===== src/core/opb_pkg.sv =====
// Constants, field layout and types of the burn buffer and status block
// Overview of operation
// - Mode-ready flag (status bit 2) drops whenever the mode selection changes.
// - Mode-ready flag returns to 1 once the new mode is usable.
// - Buffer-empty flag (status bit 1) is 0 while a request is pending.
// - Buffer-empty flag clears when an address write starts a burn in burn mode.
// - Address and data registers ignore writes while the buffer is occupied.
// - Burn-idle flag (status bit 0) is 0 during a burn, 1 when idle.
// - Address register holds a 12-bit word address; above 3071 is invalid.
// - An address write starts a burn only while burn mode is active.
// - Address and data form a single-entry buffer holding one burn request.
// - Mode code 0x3 is burn; 0x0,0x1,0x2,0x4,0x5,0x6 are the others.
package opb_pkg;

    // Timing
    localparam int unsigned CLK_PERIOD_NS      = 25;
    localparam int unsigned MODE_SETTLE_NS     = 1000;
    localparam int unsigned MODE_SETTLE_CYCLES =
        (MODE_SETTLE_NS + CLK_PERIOD_NS - 1) / CLK_PERIOD_NS;
    localparam int unsigned SETTLE_CNT_W       = 8;

    // Register byte addresses
    localparam logic [31:0] OFS_STATUS      = 32'h07f4_0004;
    localparam logic [31:0] OFS_BURN_ADDR   = 32'h07f4_0008;
    localparam logic [31:0] OFS_BURN_DATA   = 32'h07f4_000c;
    localparam logic [31:0] OFS_IRQ_STATUS  = 32'h07f4_0020;
    localparam logic [31:0] OFS_IRQ_CLEAR   = 32'h07f4_0024;
    localparam logic [31:0] OFS_IRQ_ENABLE  = 32'h07f4_0028;

    // Status fields
    localparam int unsigned STAT_IDLE_BIT   = 0;
    localparam int unsigned STAT_EMPTY_BIT  = 1;
    localparam int unsigned STAT_MRDY_BIT   = 2;
    localparam logic        STAT_IDLE_RST   = 1'b1;
    localparam logic        STAT_EMPTY_RST  = 1'b1;
    localparam logic        STAT_MRDY_RST   = 1'b1;

    // Burn address field
    localparam int unsigned BURN_ADDR_W     = 12;
    localparam logic [11:0] BURN_ADDR_MAX   = 12'h0bff;
    localparam logic [11:0] BURN_ADDR_RST   = 12'h000;
    localparam logic [31:0] BURN_DATA_RST   = 32'h0000_0000;

    // Mode codes
    localparam int unsigned MODE_W          = 3;
    localparam logic [2:0]  MODE_DSTBY      = 3'h0;
    localparam logic [2:0]  MODE_STBY       = 3'h1;
    localparam logic [2:0]  MODE_READ       = 3'h2;
    localparam logic [2:0]  MODE_BURN       = 3'h3;
    localparam logic [2:0]  MODE_VERIFY     = 3'h4;
    localparam logic [2:0]  MODE_INIT_READ  = 3'h5;
    localparam logic [2:0]  MODE_COPY       = 3'h6;

    // Interrupt event bits
    localparam int unsigned IRQ_W           = 4;
    localparam int unsigned IRQ_BURN_DONE   = 0;
    localparam int unsigned IRQ_MODE_READY  = 1;
    localparam int unsigned IRQ_ADDR_ERR    = 2;
    localparam int unsigned IRQ_BUF_FREE    = 3;
    localparam logic [3:0]  IRQ_RST         = 4'h0;

    // Bus responses
    localparam logic [1:0]  RESP_OKAY       = 2'h0;
    localparam logic [1:0]  RESP_SLVERR     = 2'h2;

    typedef enum logic [1:0] {
        OPB_ST_IDLE,
        OPB_ST_REQ,
        OPB_ST_BURN,
        OPB_ST_CLOSE
    } opb_burn_state_t;

endpackage


===== src/core/opb_sync2.sv =====
// Two-flop synchroniser for levels from the array macro
`timescale 1ns/10ps
module opb_sync2 #(
    parameter int unsigned WIDTH = 1
) (
    // Clock and reset
    input  wire logic             clk_in,
    input  wire logic             rst_n_in,
    // Levels
    input  wire logic [WIDTH-1:0] async_in,
    output logic      [WIDTH-1:0] sync_out
);

    logic [WIDTH-1:0] stage1;

    if (WIDTH < 1) begin : g_chk
        $error("opb_sync2 needs WIDTH of at least 1");
    end

    always_ff @(posedge clk_in) begin
        if (!rst_n_in) begin
            stage1   <= '0;
            sync_out <= '0;
        end else begin
            stage1   <= async_in;
            sync_out <= stage1;
        end
    end

endmodule


===== src/core/opb_top.sv =====
// Burn request buffer, status flags and interrupt logic with AXI4-Lite slave
`timescale 1ns/10ps
module opb_top #(
    parameter int unsigned SETTLE_CYCLES = opb_pkg::MODE_SETTLE_CYCLES,
    parameter int unsigned ADDR_MAX      = 3071
) (
    // Clock and reset
    input  wire logic        clk_in,
    input  wire logic        rst_n_in,
    // AXI4-Lite write address
    input  wire logic [31:0] axi_awaddr_in,
    input  wire logic [2:0]  axi_awprot_in,
    input  wire logic        axi_awvalid_in,
    output logic             axi_awready_out,
    // AXI4-Lite write data
    input  wire logic [31:0] axi_wdata_in,
    input  wire logic [3:0]  axi_wstrb_in,
    input  wire logic        axi_wvalid_in,
    output logic             axi_wready_out,
    // AXI4-Lite write response
    output logic [1:0]       axi_bresp_out,
    output logic             axi_bvalid_out,
    input  wire logic        axi_bready_in,
    // AXI4-Lite read address
    input  wire logic [31:0] axi_araddr_in,
    input  wire logic [2:0]  axi_arprot_in,
    input  wire logic        axi_arvalid_in,
    output logic             axi_arready_out,
    // AXI4-Lite read data
    output logic [31:0]      axi_rdata_out,
    output logic [1:0]       axi_rresp_out,
    output logic             axi_rvalid_out,
    input  wire logic        axi_rready_in,
    // Mode selection from the mode register
    input  wire logic [2:0]  op_mode_select_in,
    output logic             mode_ready_flag_out,
    // Array burn port
    output logic             arr_burn_req_out,
    output logic [11:0]      arr_burn_word_address_out,
    output logic [31:0]      arr_burn_word_value_out,
    input  wire logic        arr_burn_ack_in,
    input  wire logic        arr_burn_done_in,
    // Interrupt
    output logic             irq_out
);

    if (SETTLE_CYCLES < 1 || SETTLE_CYCLES >= (1 << opb_pkg::SETTLE_CNT_W)) begin : g_chk_s
        $error("SETTLE_CYCLES out of counter range");
    end
    if (ADDR_MAX >= (1 << opb_pkg::BURN_ADDR_W)) begin : g_chk_a
        $error("ADDR_MAX does not fit the address field");
    end

    localparam logic [7:0]  SETTLE_LAST = 8'(SETTLE_CYCLES - 1);
    localparam logic [11:0] ADDR_LIMIT  = 12'(ADDR_MAX);

    function automatic logic reg_hit(input logic [31:0] addr, input logic [31:0] ofs);
        reg_hit = (addr[31:2] == ofs[31:2]);
    endfunction

    function automatic logic known_reg(input logic [31:0] addr);
        known_reg = reg_hit(addr, opb_pkg::OFS_STATUS) ||
                    reg_hit(addr, opb_pkg::OFS_BURN_ADDR) ||
                    reg_hit(addr, opb_pkg::OFS_BURN_DATA) ||
                    reg_hit(addr, opb_pkg::OFS_IRQ_STATUS) ||
                    reg_hit(addr, opb_pkg::OFS_IRQ_CLEAR) ||
                    reg_hit(addr, opb_pkg::OFS_IRQ_ENABLE);
    endfunction

    function automatic logic [31:0] merge_strb(input logic [31:0] old_val,
                                               input logic [31:0] new_val,
                                               input logic [3:0]  strb);
        logic [31:0] res;
        res = old_val;
        for (int i = 0; i < 4; i++) begin
            if (strb[i]) begin
                res[8*i +: 8] = new_val[8*i +: 8];
            end
        end
        merge_strb = res;
    endfunction

    // Write channel holding registers
    logic [31:0]                aw_addr;
    logic                       aw_held;
    logic [31:0]                w_data;
    logic [3:0]                 w_strb;
    logic                       w_held;
    logic                       wr_fire;

    // Register state
    logic [11:0]                burn_word_address;
    logic [31:0]                burn_word_value;
    logic                       buf_full;
    logic                       mode_ready_flag;
    logic [2:0]                 prev_mode;
    logic [7:0]                 settle_cnt;
    logic [opb_pkg::IRQ_W-1:0]  irq_status;
    logic [opb_pkg::IRQ_W-1:0]  irq_enable;
    logic [opb_pkg::IRQ_W-1:0]  irq_events;
    logic [opb_pkg::IRQ_W-1:0]  irq_clear;
    opb_pkg::opb_burn_state_t   state;

    // Decoded strobes
    logic                       mode_changed;
    logic                       burn_mode_active;
    logic                       wr_addr_reg;
    logic                       wr_data_reg;
    logic                       addr_valid;
    logic                       burn_start;
    logic                       addr_err;
    logic                       burn_taken;
    logic                       burn_finished;
    logic                       mode_done;
    logic                       burn_idle_flag;
    logic [31:0]                status_word;
    logic [31:0]                next_addr_word;

    // Synchronised array levels
    logic [1:0]                 arr_sync;
    logic                       ack_s;
    logic                       done_s;

    opb_sync2 #(
        .WIDTH    (2)
    ) u_sync (
        .clk_in   (clk_in),
        .rst_n_in (rst_n_in),
        .async_in ({arr_burn_done_in, arr_burn_ack_in}),
        .sync_out (arr_sync)
    );

    assign ack_s  = arr_sync[0];
    assign done_s = arr_sync[1];

    // AXI write address and data capture
    assign axi_awready_out = !aw_held && !axi_bvalid_out;
    assign axi_wready_out  = !w_held && !axi_bvalid_out;
    assign wr_fire         = aw_held && w_held && !axi_bvalid_out;

    always_ff @(posedge clk_in) begin
        if (!rst_n_in) begin
            aw_held <= 1'b0;
            aw_addr <= 32'h0000_0000;
        end else if (axi_awvalid_in && axi_awready_out) begin
            aw_held <= 1'b1;
            aw_addr <= axi_awaddr_in;
        end else if (wr_fire) begin
            aw_held <= 1'b0;
        end
    end

    always_ff @(posedge clk_in) begin
        if (!rst_n_in) begin
            w_held <= 1'b0;
            w_data <= 32'h0000_0000;
            w_strb <= 4'h0;
        end else if (axi_wvalid_in && axi_wready_out) begin
            w_held <= 1'b1;
            w_data <= axi_wdata_in;
            w_strb <= axi_wstrb_in;
        end else if (wr_fire) begin
            w_held <= 1'b0;
        end
    end

    // Write response
    always_ff @(posedge clk_in) begin
        if (!rst_n_in) begin
            axi_bvalid_out <= 1'b0;
            axi_bresp_out  <= opb_pkg::RESP_OKAY;
        end else if (wr_fire) begin
            axi_bvalid_out <= 1'b1;
            axi_bresp_out  <= known_reg(aw_addr) ? opb_pkg::RESP_OKAY : opb_pkg::RESP_SLVERR;
        end else if (axi_bready_in) begin
            axi_bvalid_out <= 1'b0;
        end
    end

    // Write decode
    assign burn_mode_active = (op_mode_select_in == opb_pkg::MODE_BURN) && mode_ready_flag;
    assign wr_addr_reg      = wr_fire && reg_hit(aw_addr, opb_pkg::OFS_BURN_ADDR) && !buf_full;
    assign wr_data_reg      = wr_fire && reg_hit(aw_addr, opb_pkg::OFS_BURN_DATA) && !buf_full;
    assign next_addr_word   = merge_strb({20'h0_0000, burn_word_address}, w_data, w_strb);
    assign addr_valid       = next_addr_word[11:0] <= ADDR_LIMIT;
    assign burn_start       = wr_addr_reg && burn_mode_active && addr_valid;
    assign addr_err         = wr_addr_reg && burn_mode_active && !addr_valid;
    assign irq_clear        = (wr_fire && reg_hit(aw_addr, opb_pkg::OFS_IRQ_CLEAR)) ?
                              w_data[opb_pkg::IRQ_W-1:0] & {opb_pkg::IRQ_W{w_strb[0]}} :
                              {opb_pkg::IRQ_W{1'b0}};

    // Burn request buffer, address half
    always_ff @(posedge clk_in) begin
        if (!rst_n_in) begin
            burn_word_address <= opb_pkg::BURN_ADDR_RST;
        end else if (wr_addr_reg) begin
            burn_word_address <= next_addr_word[11:0];
        end
    end

    // Burn request buffer, data half
    always_ff @(posedge clk_in) begin
        if (!rst_n_in) begin
            burn_word_value <= opb_pkg::BURN_DATA_RST;
        end else if (wr_data_reg) begin
            burn_word_value <= merge_strb(burn_word_value, w_data, w_strb);
        end
    end

    // Buffer occupancy
    assign burn_taken = (state == opb_pkg::OPB_ST_REQ) && ack_s;

    always_ff @(posedge clk_in) begin
        if (!rst_n_in) begin
            buf_full <= !opb_pkg::STAT_EMPTY_RST;
        end else if (burn_start) begin
            buf_full <= 1'b1;
        end else if (burn_taken) begin
            buf_full <= 1'b0;
        end
    end

    // Burn sequencer toward the array
    always_ff @(posedge clk_in) begin
        if (!rst_n_in) begin
            state <= opb_pkg::OPB_ST_IDLE;
        end else begin
            case (state)
                opb_pkg::OPB_ST_IDLE: begin
                    if (buf_full) begin
                        state <= opb_pkg::OPB_ST_REQ;
                    end
                end
                opb_pkg::OPB_ST_REQ: begin
                    if (ack_s) begin
                        state <= opb_pkg::OPB_ST_BURN;
                    end
                end
                opb_pkg::OPB_ST_BURN: begin
                    if (done_s) begin
                        state <= opb_pkg::OPB_ST_CLOSE;
                    end
                end
                opb_pkg::OPB_ST_CLOSE: begin
                    if (!ack_s && !done_s) begin
                        state <= opb_pkg::OPB_ST_IDLE;
                    end
                end
                default: begin
                    state <= opb_pkg::OPB_ST_IDLE;
                end
            endcase
        end
    end

    assign burn_finished  = (state == opb_pkg::OPB_ST_BURN) && done_s;
    assign burn_idle_flag = (state == opb_pkg::OPB_ST_IDLE) && !buf_full;

    // Array port registers
    always_ff @(posedge clk_in) begin
        if (!rst_n_in) begin
            arr_burn_req_out          <= 1'b0;
            arr_burn_word_address_out <= opb_pkg::BURN_ADDR_RST;
            arr_burn_word_value_out   <= opb_pkg::BURN_DATA_RST;
        end else if (state == opb_pkg::OPB_ST_IDLE && buf_full) begin
            arr_burn_req_out          <= 1'b1;
            arr_burn_word_address_out <= burn_word_address;
            arr_burn_word_value_out   <= burn_word_value;
        end else if (burn_taken) begin
            arr_burn_req_out          <= 1'b0;
        end
    end

    // Mode transition tracking
    assign mode_changed = (op_mode_select_in != prev_mode);
    assign mode_done    = !mode_ready_flag && !mode_changed && (settle_cnt == SETTLE_LAST);

    always_ff @(posedge clk_in) begin
        if (!rst_n_in) begin
            prev_mode <= opb_pkg::MODE_DSTBY;
        end else begin
            prev_mode <= op_mode_select_in;
        end
    end

    always_ff @(posedge clk_in) begin
        if (!rst_n_in) begin
            settle_cnt <= 8'h00;
        end else if (mode_changed || mode_ready_flag) begin
            settle_cnt <= 8'h00;
        end else begin
            settle_cnt <= settle_cnt + 8'h01;
        end
    end

    always_ff @(posedge clk_in) begin
        if (!rst_n_in) begin
            mode_ready_flag <= opb_pkg::STAT_MRDY_RST;
        end else if (mode_changed) begin
            mode_ready_flag <= 1'b0;
        end else if (mode_done) begin
            mode_ready_flag <= 1'b1;
        end
    end

    assign mode_ready_flag_out = mode_ready_flag;

    // Interrupt status, enable and output
    assign irq_events = {burn_taken, addr_err, mode_done, burn_finished};

    always_ff @(posedge clk_in) begin
        if (!rst_n_in) begin
            irq_status <= opb_pkg::IRQ_RST;
        end else begin
            irq_status <= (irq_status & ~irq_clear) | irq_events;
        end
    end

    always_ff @(posedge clk_in) begin
        if (!rst_n_in) begin
            irq_enable <= opb_pkg::IRQ_RST;
        end else if (wr_fire && reg_hit(aw_addr, opb_pkg::OFS_IRQ_ENABLE) && w_strb[0]) begin
            irq_enable <= w_data[opb_pkg::IRQ_W-1:0];
        end
    end

    always_ff @(posedge clk_in) begin
        if (!rst_n_in) begin
            irq_out <= 1'b0;
        end else begin
            irq_out <= |(((irq_status & ~irq_clear) | irq_events) & irq_enable);
        end
    end

    // Status word
    always_comb begin
        status_word                         = 32'h0000_0000;
        status_word[opb_pkg::STAT_IDLE_BIT]  = burn_idle_flag;
        status_word[opb_pkg::STAT_EMPTY_BIT] = !buf_full;
        status_word[opb_pkg::STAT_MRDY_BIT]  = mode_ready_flag;
    end

    // AXI read channel
    assign axi_arready_out = !axi_rvalid_out;

    always_ff @(posedge clk_in) begin
        if (!rst_n_in) begin
            axi_rvalid_out <= 1'b0;
            axi_rdata_out  <= 32'h0000_0000;
            axi_rresp_out  <= opb_pkg::RESP_OKAY;
        end else if (axi_arvalid_in && axi_arready_out) begin
            axi_rvalid_out <= 1'b1;
            axi_rresp_out  <= known_reg(axi_araddr_in) ? opb_pkg::RESP_OKAY
                                                       : opb_pkg::RESP_SLVERR;
            if (reg_hit(axi_araddr_in, opb_pkg::OFS_STATUS)) begin
                axi_rdata_out <= status_word;
            end else if (reg_hit(axi_araddr_in, opb_pkg::OFS_BURN_ADDR)) begin
                axi_rdata_out <= {20'h0_0000, burn_word_address};
            end else if (reg_hit(axi_araddr_in, opb_pkg::OFS_BURN_DATA)) begin
                axi_rdata_out <= burn_word_value;
            end else if (reg_hit(axi_araddr_in, opb_pkg::OFS_IRQ_STATUS)) begin
                axi_rdata_out <= {28'h000_0000, irq_status};
            end else if (reg_hit(axi_araddr_in, opb_pkg::OFS_IRQ_ENABLE)) begin
                axi_rdata_out <= {28'h000_0000, irq_enable};
            end else begin
                axi_rdata_out <= 32'h0000_0000;
            end
        end else if (axi_rready_in) begin
            axi_rvalid_out <= 1'b0;
        end
    end

endmodule


===== config.mk =====
export PLATFORM = sky130hd
export DESIGN_NAME = opb_top
export DESIGN_NICKNAME = d
export VERILOG_FILES = /design/src/core/opb_pkg.sv /design/src/core/opb_sync2.sv /design/src/core/opb_top.sv
export SDC_FILE = /design/constraint.sdc
export NUM_CORES = 1
export LEC_CHECK = 0
export BUFFER_PORTS_ARGS = -buffer_cell sky130_fd_sc_hd__buf_2
export CAP_MARGIN = 10
export CELL_PAD_IN_SITES_DETAIL_PLACEMENT = 1
export CELL_PAD_IN_SITES_GLOBAL_PLACEMENT = 1
export CORE_MARGIN = 3
export CORE_UTILIZATION = 40
export DETAILED_ROUTE_END_ITERATION = 7
export HOLD_SLACK_MARGIN = 0.03
export PLACE_DENSITY_LB_ADDON = 0.2
export SYNTH_ARGS = -nofsm -noshare
export SYNTH_HDL_FRONTEND = slang
export SYNTH_SLANG_ARGS = --single-unit
export TNS_END_PERCENT = 1

===== constraint.sdc =====
create_clock -name clk_in -period 3 [get_ports clk_in]
set_clock_uncertainty 0.05 [all_clocks]
set_input_delay 0.6 -clock clk_in [delete_from_list [all_inputs] [get_ports clk_in]]
set_output_delay 0.6 -clock clk_in [all_outputs]
set_load 0.005 [all_outputs]

Word level (Yosys, flattened, before mapping)
Index checks and enable logic that the tools add are counted.
{"block": "word_totals", "regBits": 225, "latchBits": 0, "mem_bits_rw": 0, "mem_bits_ro": 0, "input_bits": 118, "out_inout_bits": 88, "wordCells": 146, "memories": 0}
{"block": "classes", "add_sub_neg": 1, "multipliers": 0, "div_mod_pow": 0, "magnitude_cmp": 1, "eq_ne": 22, "shift": 0, "n_mux": 27, "n_bitwise": 6, "n_reduce_logical": 61}
{"cell": "30-bit by 25-bit == test with 1-bit output (second input constant)", "n": 12}
{"cell": "32-bit 2-to-1 mux", "n": 3}
{"cell": "1-bit logical AND", "n": 25}
{"cell": "4-bit 2-to-1 mux", "n": 4}
{"cell": "2-bit nonzero test", "n": 7}
{"cell": "4-bit AND", "n": 3}
{"cell": "12-bit <= comparator (second input constant)", "n": 1}
{"cell": "1-bit 2-to-1 mux", "n": 12}
{"cell": "2-bit 2-to-1 mux", "n": 6}
{"cell": "1-bit logical OR", "n": 11}
{"cell": "1-bit logical NOT", "n": 10}
{"cell": "8-bit by 1-bit adder with 8-bit output (second input constant)", "n": 1}
{"cell": "8-bit by 6-bit == test with 1-bit output (second input constant)", "n": 1}
{"cell": "8-bit 2-to-1 mux", "n": 1}
{"cell": "2-bit case mux with 4 select lines", "n": 1}
{"cell": "2-bit AND reduction", "n": 4}
{"cell": "2-bit == test (second input constant)", "n": 2}
{"cell": "2-bit by 1-bit inequality test with 1-bit output (second input constant)", "n": 2}
{"cell": "2-bit inequality test (second input constant)", "n": 2}
{"cell": "4-bit inverter", "n": 1}
{"cell": "4-bit OR", "n": 1}
{"cell": "4-bit AND reduction", "n": 1}
{"cell": "4-bit OR reduction", "n": 1}
{"cell": "3-bit by 2-bit == test with 1-bit output (second input constant)", "n": 1}
{"cell": "other kinds (5)", "n": 5}

Logic depth before layout (Yosys ltp)
{"block": "depth", "word_depth": 9, "ltp_mapped": 7, "depth_no_buf": 7}

By module
From an unflattened synthesis, not the netlist that was laid out.
{"block": "hier_totals", "cells_unflattened": 981, "area_unflattened_um2": 8514.4}
{"module": "opb_top", "n_inst": 1, "cells_each": 973, "area_each_um2": 8409.3, "seq_area_each_um2": 4344.2}
{"module": "opb_sync2", "n_inst": 1, "cells_each": 8, "area_each_um2": 105.1, "seq_area_each_um2": 80.1}

Least setup slack after synthesis
No wires, ideal clock.
{"block": "synth_path", "path_kind": "register to register", "start": "register aw_addr[27]", "end": "register irq_out", "setup_time_ns": 0.122, "arrival_ns": 2.062, "required_time_ns": 2.828, "setup_slack_ns": 0.766, "path_stages_with_launch": 6, "path_buffers": 0, "synth_period_minus_slack_ns": 2.234, "path_cell_list": "dfxtp_1 or4b_4 or4_4 nor4_4 o22ai_1 a311o_1"}
{"block": "synth_via", "elab_chain_len": 8, "word_cells_on_any_way": 13, "classes_between": "2 x eq/ne; 1 x mux; 4 x bitwise; 6 x reduce/logical"}
{"element": "from (decl)", "line": "opb_top.sv:84", "source": "logic [31:0] aw_addr;"}
{"element": "from (signal assigned)", "line": "opb_top.sv:147", "source": "aw_addr <= axi_awaddr_in;"}
{"element": "30-bit by 25-bit == test with 1-bit output", "line": "opb_top.sv:58", "source": "reg_hit = (addr[31:2] == ofs[31:2]);"}
{"element": "1-bit logical AND, on equally long branches", "line": "opb_top.sv:188, opb_top.sv:182"}
{"element": "4-bit 2-to-1 mux or 1-bit logical AND (tied branches)", "line": "opb_top.sv:188, opb_top.sv:182"}
{"element": "4-bit inverter or 1-bit logical AND (tied branches)", "line": "opb_top.sv:331, opb_top.sv:187"}
{"element": "4-bit AND or 1-bit logical AND (tied branches)", "line": "opb_top.sv:331, opb_top.sv:187"}
{"element": "4-bit OR (*)", "line": "opb_top.sv:331", "source": "irq_out <= |(((irq_status & ~irq_clear) | irq_events) & irq_enable);"}
{"element": "4-bit AND (*)", "line": "opb_top.sv:331"}
{"element": "4-bit OR reduction (*)", "line": "opb_top.sv:331"}
{"element": "to (signal assigned)", "line": "opb_top.sv:331"}
{"element": "to (decl)", "line": "opb_top.sv:44", "source": "output logic irq_out"}
Every way passes the cells marked *; elsewhere a longest branch is shown, timed or not.
A chain may end at the register's enable or synchronous reset.

Worst setup path in the final report
{"block": "layout_path", "start": "register aw_addr[29]", "end": "register burn_word_value[29]"}
{"block": "layout_via", "elab_chain_len": 4}
{"element": "30-bit by 25-bit == test with 1-bit output", "line": "opb_top.sv:58"}
{"element": "1-bit logical AND (2 in a row)", "line": "opb_top.sv:183", "source": "assign wr_data_reg = wr_fire && reg_hit(aw_addr, opb_pkg::OFS_BURN_DATA) && !buf_full;"}
{"element": "2-bit AND reduction (no line)"}
{"element": "to (signal assigned)", "line": "opb_top.sv:204", "source": "burn_word_value <= opb_pkg::BURN_DATA_RST;"}
{"element": "to (signal assigned)", "line": "opb_top.sv:206", "source": "burn_word_value <= merge_strb(burn_word_value, w_data, w_strb);"}
{"element": "to (decl)", "line": "opb_top.sv:93", "source": "logic [31:0] burn_word_value;"}
Every way passes these cells.

==> flow_summary.toml <==
[outcome]
status = "completed"

[clocking]
clock_path_buffers = 3
path_clk_slew_ns = 0.06
cts_hold_buf = 0
worst_skew_pair.late_latency_ns = 0.52
htree_levels = 1
post_cts_resized = 0
cts_tree = "done"
cts-buffers-inserted = 24
numClockSinks = 221
ctsRootBufferMaster = "sky130_fd_sc_hd__clkbuf_16"
post_cts.repair.setup_buffers = 0

[critical_path]
reg2reg_slack_ns = 0.51
worst_setup_path_start_kind = "flop"
critical_path_arrival_ns = 2.83
worst_path_dominant_cell_family = "simple AND/OR/NAND/NOR gates"
cp-end-kind = "flop"
cp.required_ns = 3.34
path_depth = 6
critical_path_class = "flop to flop"
buffers_and_inverters_on_the_worst_path = 1
timing.critical_path.slowest_stage_cell = "sky130_fd_sc_hd__or4_1"
cells_traversed_along_the_worst_timing_path = "or4_1, nor4_2, and3_1, buf_4, nand4_2, mux2i_1"
crit_path_max_fanout = 12
cpPeakStageDelay_ns = 0.58
r2r.worst_path.cells = 6

[synth]
multiplexer_share_of_the_synthesized_area_pct = 6.868
post_synth.cell_area_avg_um2 = 8.883
synth_edf_count = 0
synthSimpleGateAreaFrac_pct = 23.25
ffs_latches_synth = 221
post_synth_fa_ha_maj_area_fraction_pct = 0.8409
synth_seq_area_share_pct = 49.56
yosys.area_share.xor_xnor_pct = 0.8830
share_of_the_synthesized_area_in_compound_gates_ao_oa_aoi_oai_pct = 15.32
ys_async_sr_fraction_pct = 0
ys_warn_count = 0
most_used_flip_flop_cell_after_synthesis = "sky130_fd_sc_hd__dfxtp_1"
netlist_instances = 1005
synth_top_family_by_area = "simple AND/OR/NAND/NOR gates"
yosys_cell_types = 55
synthesis.area_um2 = 8927

[sta]
period_needed_ns = 2.493
period_share_pct = 83.10
timing_max_transition_violations_final = 0
timing.final.setup_violations = 0
measured_slew_at_the_worst_slew_check_pin_ns = 0.8412
grt_setup_unrepaired = "false"
layout_setup_ws_ns = 0.5069
timing.fmax_ghz = 0.4011
total_negative_setup_slack_ns = 0
hold_viol_final = 0
max_slew_margin_pct = 43.72

[routing]
drt_pre_antenna_iters = 4
drt-wirelength-per-cell_um = 16.59
antenna_violating_nets_post_route = 0
via_per_inst = 5.053
post-route-drc-count = 0
routed-via-count = 7463
routed_wirelength_um = 24500
first_iter_violations = 274

[layout]
signed_area_change_from_the_synthesized_netlist_to_the_final_layout_pct = 22.41
finalCoreUtilization_pct = 49.92
instances_no_fill = 1477
share_of_cells_above_drive_strength_1_pct = 22.97
n_antenna_cell = 0
final_nets = 1303

[global_route]
grt_max_degree = 84
global_route_wire_length_before_repair_um = 39700
final_global_route_overflow_total = 0
number_of_global_route_vias_before_repair = 7689
antenna_found_initial = 2
global_routing_usage_summed_across_all_routing_layers_pct = 20.03

[worst_hold_path]
hold_path_class = "input port to flop"
holdPathStages = 2

[floorplanning]
core_footprint_um2 = 21890
ios = 206
num_rows = 54
initial_core_util_pct = 40.78
die_width_um = 155.4
die_area_um2 = 24150
die_h_um = 155.4

[power]
powerDensity_nw_per_um2 = 586.6
p_leak_uw = 0.004634
max-vdd-ir-drop_uv = 352.2

[placement]
port-buffer-count = 193
placed_cells_incl_taps = 1433
gp_congestion = 0.7594
post-dp-hpwl_um = 17000
dp_slack_ns = 0.4787

[flow_run]
cap_violations = 0
cells in the mapped netlist (5+ instances only):
| cell | number | share of area (%) |
|---|---|---|
| sky130_fd_sc_hd__inv_1 | 12 | 0.50 |
| sky130_fd_sc_hd__nor2b_1 | 36 | 2.5 |
| sky130_fd_sc_hd__o21ai_0 | 9 | 0.50 |
| sky130_fd_sc_hd__nor3_1 | 5 | 0.28 |
| sky130_fd_sc_hd__clkbuf_1 | 59 | 2.5 |
| sky130_fd_sc_hd__mux2i_1 | 50 | 5.6 |
| sky130_fd_sc_hd__nand3_1 | 14 | 0.78 |
| sky130_fd_sc_hd__a21boi_0 | 114 | 9.6 |
| sky130_fd_sc_hd__mux2_2 | 10 | 1.3 |
| sky130_fd_sc_hd__nor4_1 | 8 | 0.56 |
| sky130_fd_sc_hd__a21boi_1 | 6 | 0.50 |
| sky130_fd_sc_hd__nor2_1 | 21 | 0.88 |
| sky130_fd_sc_hd__nand4_1 | 5 | 0.35 |
| sky130_fd_sc_hd__nand2_1 | 317 | 13 |
| sky130_fd_sc_hd__dfxtp_1 | 221 | 50 |
| sky130_fd_sc_hd__a22oi_1 | 33 | 2.8 |
| sky130_fd_sc_hd__ha_1 | 6 | 0.84 |
| sky130_fd_sc_hd__and2_1 | 11 | 0.77 |
| sky130_fd_sc_hd__xor2_1 | 6 | 0.59 |
| sky130_fd_sc_hd__and3_1 | 5 | 0.35 |
layout by cell type, fill, tap and decap left out, drive strengths merged, types with 7 or more instances in the layout:
| cell | instances |
|---|---|
| a21boi | 120 |
| nor4 | 11 |
| inv | 12 |
| clkbuf | 36 |
| buf | 209 |
| nor2b | 36 |
| nand2 | 317 |
| mux2i | 50 |
| and2 | 12 |
| clkinv | 7 |
| o21ai | 9 |
| dfxtp | 221 |
| mux2 | 10 |
| nand3 | 15 |
| nor2 | 21 |
| nand4 | 9 |
| a22oi | 33 |
per-layer routing:
layer,wire length [um],GRT usage (%)
met2,11730,34.82
met5,21,0
met3,1166,3.811
met4,410,4.794
met1,11170,25.72
where the power goes:
group | total [uW] | switching (uW) | internal [uW]
Sequential | 3080 | 60.4 | 3020
Clock | 2860 | 1210 | 1650
Combinational | 478 | 284 | 194
worst paths after layout:
check / start / to
setup / recovery: aw_addr[29] / burn_word_value[29]
hold / removal: arr_burn_done_in / u_sync.stage1[1]
hold reg to reg: u_sync.stage1[0] / u_sync.sync_out[0]
setup reg to reg: aw_addr[29] / burn_word_value[29]
registers in the layout, indices dropped and copies added, names as in the netlist, 2 cells and up:
name and flops:
arr_burn_word_address_out 12, arr_burn_word_value_out 32, aw_addr 30, axi_rdata_out 32, burn_word_address 12, burn_word_value 32
irq_enable 4, irq_status 4, prev_mode 3, settle_cnt 8, state 2, u_sync.stage1 2
u_sync.sync_out 2, w_data 32, w_strb 4
layout make-up:
type                       instances  area (um2)
clock buffer                      36       716.9
inverter                          12       45.04
timing repair buffer             209        1105
tap                              280       350.3
fill                            2614       10960
multi-input combinational        711        4244
clock inverter                     8       42.54
sequential                       221        4424
metrics by stage:
stage / area, um2 / power (uW) / hold slack (ns)
floorplan: 8931 / 3422 / 0.3619
global placement: 10170 / 3607 / 0.3671
detailed placement: 10170 / 3626 / 0.3708
CTS: 10930 / 6490 / 0.2222
global route: 10930 / 6680 / 0.2454
finish: 10930 / 6410 / 0.2411
logic make-up (layout without fill, tap and decap cells):
family,count (synthesis),after routing
AOI/OAI and AO/OA,185,185
xor gates and xnor gates,9,9
adders and majority gates,6,6
buffers and inverters,74,265
DFF,221,221
muxes,60,60
other,1,2
and+or+nand+nor,449,449
worst register-to-register path: stages, from the launching register on:
cell                      delay [ns]
sky130_fd_sc_hd__dfxtp_1        0.31
sky130_fd_sc_hd__or4_1          0.58
sky130_fd_sc_hd__nor4_2         0.39
sky130_fd_sc_hd__and3_1         0.21
sky130_fd_sc_hd__buf_4          0.23
sky130_fd_sc_hd__nand4_2        0.37
sky130_fd_sc_hd__mux2i_1        0.22
(Power assumes the default switching activity.)
